$ cat src/logic/bor_seq_regs.vh
// Register map, field layout and timing constants of the reset sequencer
`ifndef BOR_SEQ_REGS_VH
`define BOR_SEQ_REGS_VH

// Register indices; byte address is four times the index
`define IDX_CORE_STATUS 8'h03
`define IDX_POWER_CAUSE 8'h04
`define IDX_CONFIG 8'h05

// core_status_flags fields
`define STAT_TIMEOUT_BIT 4
`define STAT_POWERDOWN_BIT 3
`define STAT_RESET 8'h18

// power_reset_cause fields
`define CAUSE_BROWNOUT_BIT 0
`define CAUSE_SUPPLY_BIT 1
`define CAUSE_RESET 8'h00

// Configuration fields
`define CFG_BOR_EN_LSB 0
`define CFG_BOR_EN_MSB 1
`define CFG_TRIP_BIT 2
`define CFG_POWERUP_DELAY_TIMER_DIS_BIT 3
`define CFG_OSC_LSB 4
`define CFG_OSC_MSB 5
`define CFG_RESET 8'h03

// Oscillator mode codes
`define OSC_INTERNAL 2'h0
`define OSC_EXTERNAL 2'h1
`define OSC_CRYSTAL 2'h2
`define OSC_RC 2'h3

`define TRIP_LOWEST 1'b0

// Timing
`define CLK_PERIOD_NS 25
`define POWERUP_DELAY_TIMER_TIME_MS 64
`define WDT_OSC_HZ 31000
`define POWERUP_DELAY_TIMER_TICKS ((`POWERUP_DELAY_TIMER_TIME_MS * `WDT_OSC_HZ) / 1000)
`define OST_TICKS 1024
`define BOR_MIN_NS 100
`define BOR_MIN_CYC ((`BOR_MIN_NS + `CLK_PERIOD_NS - 1) / `CLK_PERIOD_NS)

`define RESP_OKAY 2'h0
`define RESP_SLVERR 2'h2

`endif

$ cat src/logic/reset_sequencer.v
// Brown-out, power-up delay and start-up sequencing with reset cause flags
`timescale 1ns/100ps
`include "bor_seq_regs.vh"
module reset_sequencer (
   input wire aclk,
   input wire aresetn,
   input wire [31:0] s_axi_awaddr,
   input wire s_axi_awvalid,
   output reg s_axi_awready,
   input wire [31:0] s_axi_wdata,
   input wire [3:0] s_axi_wstrb,
   input wire s_axi_wvalid,
   output reg s_axi_wready,
   output reg [1:0] s_axi_bresp,
   output reg s_axi_bvalid,
   input wire s_axi_bready,
   input wire [31:0] s_axi_araddr,
   input wire s_axi_arvalid,
   output reg s_axi_arready,
   output reg [31:0] s_axi_rdata,
   output reg [1:0] s_axi_rresp,
   output reg s_axi_rvalid,
   input wire s_axi_rready,
   input wire supply_reset_pin,
   input wire vdd_below_trip,
   input wire external_reset_pin_n,
   input wire wdt_osc_clk,
   input wire sys_osc_clk,
   input wire flash_erase,
   input wire sleep_req,
   input wire int_wake_evt,
   input wire wdt_wake_evt,
   input wire wdt_reset_evt,
   output reg chip_reset_ff,
   output reg brownout_detect_en_ff,
   output reg brownout_trip_select_ff,
   output reg wdt_hold_ff,
   output reg sleeping_ff,
   output reg wake_resume_ff
);
   localparam [2:0] S_POR = 3'h0;
   localparam [2:0] S_BOR = 3'h1;
   localparam [2:0] S_POWERUP_DELAY_TIMER = 3'h2;
   localparam [2:0] S_OST = 3'h3;
   localparam [2:0] S_RUN = 3'h4;
   localparam [2:0] S_SLEEP = 3'h5;
   localparam [2:0] S_WAKE_OST = 3'h6;
   localparam [31:0] BOR_MIN_FULL = `BOR_MIN_CYC;
   localparam [7:0] BOR_MIN = BOR_MIN_FULL[7:0];

   // Pins from outside the clock domain: two flops each
   reg [4:0] pin_s1_ff;
   reg [4:0] pin_s2_ff;
   reg wdt_osc_prev_ff;
   reg sys_osc_prev_ff;
   wire por_s = pin_s2_ff[0];
   wire vlow_s = pin_s2_ff[1];
   wire ext_n_s = pin_s2_ff[2];
   wire wdt_tick = pin_s2_ff[3] & ~wdt_osc_prev_ff;
   wire sys_tick = pin_s2_ff[4] & ~sys_osc_prev_ff;

   always @(posedge aclk) begin
      if (!aresetn) begin
         pin_s1_ff <= 5'h01;
         pin_s2_ff <= 5'h01;
         wdt_osc_prev_ff <= 1'b0;
         sys_osc_prev_ff <= 1'b0;
      end else begin
         pin_s1_ff <= {sys_osc_clk, wdt_osc_clk, external_reset_pin_n,
                       vdd_below_trip, supply_reset_pin};
         pin_s2_ff <= pin_s1_ff;
         wdt_osc_prev_ff <= pin_s2_ff[3];
         sys_osc_prev_ff <= pin_s2_ff[4];
      end
   end

   reg [7:0] status_ff;
   reg [7:0] cause_ff;
   reg [7:0] config_ff;
   wire [1:0] bor_en = config_ff[`CFG_BOR_EN_MSB:`CFG_BOR_EN_LSB];
   wire [1:0] osc_mode = config_ff[`CFG_OSC_MSB:`CFG_OSC_LSB];
   wire powerup_delay_timer_on = ~config_ff[`CFG_POWERUP_DELAY_TIMER_DIS_BIT];
   wire crystal = (osc_mode == `OSC_CRYSTAL);

   reg [2:0] state_ff;
   reg [2:0] nxt_state;
   reg [7:0] bor_cnt_ff;
   reg bor_trip_ff;

   // Erase overrides the enable field and the threshold
   wire bor_active = flash_erase | (bor_en == 2'h3) |
      ((bor_en == 2'h2) & (state_ff != S_SLEEP));

   // Trip only after the supply has stayed low past the minimum time
   always @(posedge aclk) begin
      if (!aresetn) begin
         bor_cnt_ff <= 8'h00;
         bor_trip_ff <= 1'b0;
      end else if (bor_active && vlow_s) begin
         if (bor_cnt_ff != BOR_MIN) begin
            bor_cnt_ff <= bor_cnt_ff + 8'h01;
         end
         bor_trip_ff <= (bor_cnt_ff == BOR_MIN);
      end else begin
         bor_cnt_ff <= 8'h00;
         bor_trip_ff <= 1'b0;
      end
   end

   wire powerup_delay_timer_done;
   wire ost_done;
   // Timer reloads whenever the sequence leaves the delay stage
   tick_counter #(.WIDTH(11), .LAST(`POWERUP_DELAY_TIMER_TICKS)) u_powerup_delay_timer (
      .aclk(aclk),
      .aresetn(aresetn),
      .clear(state_ff != S_POWERUP_DELAY_TIMER),
      .tick(wdt_tick),
      .done_ff(powerup_delay_timer_done)
   );
   tick_counter #(.WIDTH(11), .LAST(`OST_TICKS)) u_ost (
      .aclk(aclk),
      .aresetn(aresetn),
      .clear((state_ff != S_OST) && (state_ff != S_WAKE_OST)),
      .tick(sys_tick),
      .done_ff(ost_done)
   );

   wire wake_evt = int_wake_evt | wdt_wake_evt;
   // Stage after supply or brown-out release
   wire [2:0] after_rst = powerup_delay_timer_on ? S_POWERUP_DELAY_TIMER : (crystal ? S_OST : S_RUN);

   always @* begin
      nxt_state = state_ff;
      case (state_ff)
         S_POR: begin
            if (!por_s) begin
               nxt_state = after_rst;
            end
         end
         S_BOR: begin
            if (!vlow_s) begin
               nxt_state = after_rst;
            end
         end
         S_POWERUP_DELAY_TIMER: begin
            if (powerup_delay_timer_done) begin
               nxt_state = crystal ? S_OST : S_RUN;
            end
         end
         S_OST: begin
            if (ost_done) begin
               nxt_state = S_RUN;
            end
         end
         S_RUN: begin
            if (sleep_req) begin
               nxt_state = S_SLEEP;
            end
         end
         S_SLEEP: begin
            if (wake_evt) begin
               nxt_state = crystal ? S_WAKE_OST : S_RUN;
            end
         end
         S_WAKE_OST: begin
            if (ost_done) begin
               nxt_state = S_RUN;
            end
         end
         default: begin
            nxt_state = S_POR;
         end
      endcase
      if (bor_trip_ff && (state_ff != S_POR)) begin
         nxt_state = S_BOR;
      end
      if (por_s) begin
         nxt_state = S_POR;
      end
   end

   wire enter_bor = bor_trip_ff && (state_ff != S_POR) &&
      (state_ff != S_BOR) && !por_s;
   wire resume = (state_ff == S_SLEEP && wake_evt && !crystal) ||
      (state_ff == S_WAKE_OST && ost_done);
   wire core_up = (state_ff == S_RUN) || (state_ff == S_SLEEP) ||
      (state_ff == S_WAKE_OST);

   always @(posedge aclk) begin
      if (!aresetn) begin
         state_ff <= S_POR;
         chip_reset_ff <= 1'b1;
         brownout_detect_en_ff <= 1'b1;
         brownout_trip_select_ff <= `TRIP_LOWEST;
         wdt_hold_ff <= 1'b0;
         sleeping_ff <= 1'b0;
         wake_resume_ff <= 1'b0;
      end else begin
         state_ff <= nxt_state;
         // Pin gates this output and, in sleep, clears the power-down flag; the time-outs run on
         chip_reset_ff <= ~core_up | ~ext_n_s | wdt_reset_evt |
            (nxt_state == S_POR) | (nxt_state == S_BOR);
         brownout_detect_en_ff <= bor_active;
         brownout_trip_select_ff <= flash_erase ? `TRIP_LOWEST :
            config_ff[`CFG_TRIP_BIT];
         wdt_hold_ff <= (nxt_state == S_OST) ||
            (nxt_state == S_WAKE_OST);
         sleeping_ff <= (nxt_state == S_SLEEP);
         // Wake keeps registers; core steps to the next instruction
         wake_resume_ff <= resume;
      end
   end

   // AXI4-Lite slave, one write and one read at a time
   reg aw_have_ff;
   reg w_have_ff;
   reg [7:0] waddr_ff;
   reg [7:0] wdata_ff;
   reg wstrb0_ff;
   wire aw_take = s_axi_awvalid & s_axi_awready;
   wire w_take = s_axi_wvalid & s_axi_wready;
   wire do_write = aw_have_ff & w_have_ff & ~s_axi_bvalid;
   wire nxt_aw_have = aw_have_ff ? ~do_write : aw_take;
   wire nxt_w_have = w_have_ff ? ~do_write : w_take;
   wire nxt_bvalid = do_write | (s_axi_bvalid & ~s_axi_bready);
   wire ar_take = s_axi_arvalid & s_axi_arready;
   wire nxt_rvalid = ar_take | (s_axi_rvalid & ~s_axi_rready);
   wire [7:0] ar_word = s_axi_araddr[9:2];
   wire ar_ok = (s_axi_araddr[31:10] == 22'h000000) &&
      ((ar_word == `IDX_CORE_STATUS) || (ar_word == `IDX_POWER_CAUSE) ||
       (ar_word == `IDX_CONFIG));
   wire wr_ok = (waddr_ff == `IDX_CORE_STATUS) ||
      (waddr_ff == `IDX_POWER_CAUSE) || (waddr_ff == `IDX_CONFIG);
   wire wr_en = do_write & wstrb0_ff;
   reg [7:0] rd_mux;

   always @* begin
      case (ar_word)
         `IDX_CORE_STATUS: rd_mux = status_ff;
         `IDX_POWER_CAUSE: rd_mux = cause_ff;
         `IDX_CONFIG: rd_mux = config_ff;
         default: rd_mux = 8'h00;
      endcase
   end

   always @(posedge aclk) begin
      if (!aresetn) begin
         aw_have_ff <= 1'b0;
         w_have_ff <= 1'b0;
         waddr_ff <= 8'h00;
         wdata_ff <= 8'h00;
         wstrb0_ff <= 1'b0;
         s_axi_awready <= 1'b0;
         s_axi_wready <= 1'b0;
         s_axi_bvalid <= 1'b0;
         s_axi_bresp <= `RESP_OKAY;
         s_axi_arready <= 1'b0;
         s_axi_rvalid <= 1'b0;
         s_axi_rdata <= 32'h00000000;
         s_axi_rresp <= `RESP_OKAY;
      end else begin
         aw_have_ff <= nxt_aw_have;
         w_have_ff <= nxt_w_have;
         if (aw_take) begin
            // Upper address bits are kept out of range by a nonzero word
            waddr_ff <= (s_axi_awaddr[31:10] == 22'h000000) ?
               s_axi_awaddr[9:2] : 8'hFF;
         end
         if (w_take) begin
            wdata_ff <= s_axi_wdata[7:0];
            wstrb0_ff <= s_axi_wstrb[0];
         end
         s_axi_awready <= ~nxt_aw_have & ~nxt_bvalid;
         s_axi_wready <= ~nxt_w_have & ~nxt_bvalid;
         s_axi_bvalid <= nxt_bvalid;
         if (do_write) begin
            s_axi_bresp <= wr_ok ? `RESP_OKAY : `RESP_SLVERR;
         end
         s_axi_arready <= ~nxt_rvalid;
         s_axi_rvalid <= nxt_rvalid;
         if (ar_take) begin
            s_axi_rdata <= {24'h000000, ar_ok ? rd_mux : 8'h00};
            s_axi_rresp <= ar_ok ? `RESP_OKAY : `RESP_SLVERR;
         end
      end
   end

   // Flags: software write first, hardware events override it
   wire sw_stat = wr_en && (waddr_ff == `IDX_CORE_STATUS);
   wire sw_cause = wr_en && (waddr_ff == `IDX_POWER_CAUSE);
   wire ext_in_sleep = ~ext_n_s && (state_ff == S_SLEEP);

   always @(posedge aclk) begin
      if (!aresetn) begin
         status_ff <= `STAT_RESET;
         cause_ff <= `CAUSE_RESET;
         config_ff <= `CFG_RESET;
      end else begin
         if (wr_en && (waddr_ff == `IDX_CONFIG)) begin
            config_ff <= wdata_ff;
         end
         // Timeout and power-down bits are read-only to software
         if (sw_stat) begin
            status_ff <= {wdata_ff[7:5], status_ff[4:3], wdata_ff[2:0]};
         end
         if (sw_cause) begin
            cause_ff <= {6'h00, wdata_ff[1:0]};
         end
         if (por_s) begin
            status_ff[`STAT_TIMEOUT_BIT] <= 1'b1;
            status_ff[`STAT_POWERDOWN_BIT] <= 1'b1;
            // Brown-out bit left as it was: undefined after power-up
            cause_ff[`CAUSE_SUPPLY_BIT] <= 1'b0;
         end else if (enter_bor) begin
            status_ff[`STAT_TIMEOUT_BIT] <= 1'b1;
            status_ff[`STAT_POWERDOWN_BIT] <= 1'b1;
            // With the field at 00 a trip occurs only while flash_erase is high
            cause_ff[`CAUSE_BROWNOUT_BIT] <= 1'b0;
         end else if (state_ff == S_SLEEP && wdt_wake_evt) begin
            status_ff[`STAT_TIMEOUT_BIT] <= 1'b0;
            status_ff[`STAT_POWERDOWN_BIT] <= 1'b0;
         end else if (state_ff == S_SLEEP && int_wake_evt) begin
            status_ff[`STAT_TIMEOUT_BIT] <= 1'b1;
            status_ff[`STAT_POWERDOWN_BIT] <= 1'b0;
         end else if (wdt_reset_evt && core_up) begin
            status_ff[`STAT_TIMEOUT_BIT] <= 1'b0;
         end else if (ext_in_sleep) begin
            status_ff[`STAT_POWERDOWN_BIT] <= 1'b0;
         end
      end
   end
endmodule

$ cat src/logic/tick_counter.v
// Synchronous tick counter with registered terminal count
`timescale 1ns/100ps
module tick_counter #(
   parameter WIDTH = 11,
   parameter LAST = 1024
) (
   input wire aclk,
   input wire aresetn,
   input wire clear,
   input wire tick,
   output reg done_ff
);
   localparam [31:0] LAST_FULL = LAST - 1;
   localparam [WIDTH-1:0] LAST_M1 = LAST_FULL[WIDTH-1:0];
   reg [WIDTH-1:0] count_ff;

   always @(posedge aclk) begin
      if (!aresetn || clear) begin
         count_ff <= {WIDTH{1'b0}};
         done_ff <= 1'b0;
      end else if (tick && !done_ff) begin
         count_ff <= count_ff + 1'b1;
         // Release lands one edge after the terminal tick
         if (count_ff == LAST_M1) begin
            done_ff <= 1'b1;
         end
      end
   end
endmodule

$ cat config.mk
export PLATFORM = sky130hd
export DESIGN_NAME = reset_sequencer
export DESIGN_NICKNAME = d
export VERILOG_FILES = /design/src/logic/reset_sequencer.v /design/src/logic/tick_counter.v
export VERILOG_INCLUDE_DIRS = /design/src /design/src/logic
export SDC_FILE = /design/constraint.sdc
export NUM_CORES = 1
export LEC_CHECK = 0
export CAP_MARGIN = 10
export CORE_MARGIN = 3
export CORE_UTILIZATION = 60
export CTS_BUF_LIST = sky130_fd_sc_hd__clkbuf_4
export CTS_CLUSTER_SIZE = 8
export DETAILED_ROUTE_END_ITERATION = 10
export DONT_BUFFER_PORTS = 1
export GPL_TIMING_DRIVEN = 0
export PLACE_DENSITY_LB_ADDON = 0.25
export SLEW_MARGIN = 25
export SYNTH_ARGS = -nofsm -noshare
export SYNTH_HDL_FRONTEND = slang
export SYNTH_SLANG_ARGS = --single-unit
$ cat constraint.sdc
create_clock -name aclk -period 2.1 [get_ports aclk]
set_input_delay 0.21 -clock aclk [delete_from_list [all_inputs] [get_ports aclk]]
set_output_delay 0.21 -clock aclk [all_outputs]
set_load 0.02 [all_outputs]
==> results.toml <==
[final_layout]
n_antenna_cell = 0
nets = 681
syn_to_final_growth_pct = 13.3
drive_gt1_share_pct = 11.3

[logic_synthesis]
synth-seq-area-share_pct = 45.9
synth.avg_cell_area_sq_um = 9.33
synth_ff_type = "dfxtp_1"
synthDistinctLibCells = 55
syn_inst = 496
synth_area_sq_um = 4630
yosysWarningCount = 0
ys_ff_latch = 106
synthArstFlopShare_pct = 0
synth-edff-count = 0

[die]
num_io_pins = 164
initial_core_util_pct = 62.8
die_w_microns = 93.8
core-area_sq_um = 7370
rows = 31
die_height_microns = 93.8
die_area_sq_um = 8800

[sta]
setup_violations = 0
period_minus_slack_ps = 1800
drv_slew = 0
rsz0062_at_grt = "false"
worstMarginPinSlew_ps = 694
final_hold_viol_count = 0
timing.fmax_mhz = 556
slew_headroom_pct = 53.3
clock_skew_ps = 25.7
totalNegativeSetupSlack_ps = 0
timing.final.crit_share_pct = 85.7

[pwr]
clkPwrFrac_pct = 27.6
switching_share_pct = 25.3
intPower_uw = 2450
p_leak_uw = 0.00203
switchingPower_uw = 827
power_uw = 3280
cellPowerDensity_nw_per_um2 = 624
p_comb_share_pct = 8.4
p_seq_share_pct = 64.0
ir_worst_vdd_mv = 0.523

[grt]
antenna_found_initial = 0
grt_use_total_pct = 23.1
grt_pass1_wl_mm = 16.1
gr-total-overflow = 0
grt_max_degree = 18
grt_pass1_vias = 3571

[drt]
drt_iter0_markers = 204
wl_per_cell_microns = 14.8
vias = 3666
firstDrtPassIters = 4
ant_nets = 0
drc = 0
viasPerCell = 5.52
drt_wl_total_mm = 9.81

[clock_network]
ctsResizeCount = 0
postCtsSetupBuffers = 0
clock-sinks = 106
cts_tree = "done"
clockBufferDepth = 2
h-tree-depth = 3
cts_buffers = 9
clk_pin_slew_ps = 160
clock_latency_ps = 450
postCtsHoldBufs = 28
clk_root_buffer_cell = "clkbuf_4"

[setup_path]
startpoint_type = "flip-flop"
r2r_slack_ps = 300
crit_required_ps = 2470
arrival_ps = 2170
critical_path_class = "flip-flop to flip-flop"
crit_path_end_kind = "flip-flop"
path_max_fanout = 4

[outcome]
status = "complete, no violations"

[placed_design]
dp_hpwl_mm = 7.22
routabilityCongestion = 0.892
io_buffers = 0

[worst_hold_path]
min_path_type = "input pin to flip-flop"

[flow_run]
drv_cap = 0
power by group through the flow:
stage	sequential, uW	combinational, uW	clock (uW)
floorplan	2130	199	0
global placement	2140	224	0
detailed placement	2140	228	0
CTS	2100	271	937
global route	2100	302	1020
finish	2100	275	904
path summary, 6_finish.rpt:
kind / from / end / cells past startpoint
worst max-delay path: s_axi_bvalid / cause_ff[0] / 5
worst min-delay path: s_axi_araddr[8] / s_axi_rresp[1] / 3
worst max register to register: s_axi_bvalid / cause_ff[0] / 5
worst min register to register: pin_s1_ff[0] / pin_s2_ff[0] / 1
synth_stat cells (all sizes together), types with 12 or more instances:
cell | number | share of area [%]
dfxtp | 106 | 46
nand2 | 49 | 4.0
nor2 | 45 | 3.6
buf | 33 | 5.1
mux2i | 21 | 4.5
nor2b | 21 | 2.8
xor2 | 19 | 3.6
and2 | 17 | 2.3
nand3 | 14 | 1.5
a21boi | 12 | 1.9
clkbuf | 12 | 0.97
o21ai | 12 | 1.3
critical path: stages (launching register included):
cell and delay [ps]:
dfxtp_1 430, and3b_1 280, nand2_1 120, nor4_1 550, mux2i_1 270, nor2_1 60
per-layer routing:
| metal | routed length (microns) | share of wire (%) | track usage, % |
|---|---|---|---|
| met2 | 4960 | 51 | 41.4 |
| met5 | 0 | 0 | 0 |
| met3 | 644 | 6.6 | 6.01 |
| met1 | 4080 | 42 | 27.0 |
| met4 | 126 | 1.3 | 6.74 |
registers in the layout, indices dropped and copies added, names as in the netlist, 2 cells and up:
signal / flops
waddr_ff: 8
u_ost.count_ff: 11
state_ff: 3
u_powerup_delay_timer.count_ff: 11
status_ff: 8
pin_s1_ff: 5
s_axi_rdata: 8
cause_ff: 2
bor_cnt_ff: 8
config_ff: 8
wdata_ff: 8
pin_s2_ff: 5
logic make-up after synthesis:
group	count (synthesis)	share of synthesized area, %
AND/OR/NAND/NOR	215	25.1
buffers and inverters	51	6.54
other	1	0.0810
multiplexers	21	4.54
adder cells (fa/ha/maj)	4	1.08
XOR/XNOR	26	4.92
flip-flops	106	45.9
AO/OA/AOI/OAI	72	11.8
cell usage in the layout (no fill, tap or decap), types with 3 or more instances in the layout:
cell             n
a21boi_0        12
a21oi_1         11
a22o_1          11
and2_1          17
and3_1          10
and4_1           5
buf_2            5
buf_4           26
clkbuf_1        12
clkbuf_4        10
clkinv_4         3
conb_1          26
dfxtp_1        106
dlygate4sd3_1   28
ha_1             4
inv_1            6
mux2i_1         21
nand2_1         48
nand2b_1         9
nand3_1         14
nand3b_1         6
nand4_1          6
nor2_1          45
nor2b_1         21
nor3_1           5
nor4_1          11
o21ai_0         12
o221a_2          8
xnor2_1          7
xor2_1          19
area by class of cell:
type	instances	area, sq um
Sequential cell	106	2120
Fill cell	563	2120
Clock inverter	6	43.8
Clock buffer	10	75.1
Buffer	45	280
Tap cell	99	124
Multi-Input combinational cell	364	2300
Timing Repair Buffer	28	280
Inverter	6	22.5
through the flow:
step	util (%)	cells	instance area (sq um)	worst slack (ps)	hold slack, ps
global route	71.2	664	5250	131	51.2
floorplan	-	521	4720	478	282
finish	71.2	664	5250	300	44.5
CTS	71.2	664	5250	312	20.7
global placement	65.8	620	4850	276	288
detailed placement	65.8	620	4850	268	284
Note: power is estimated with default switching activity, not from simulation.
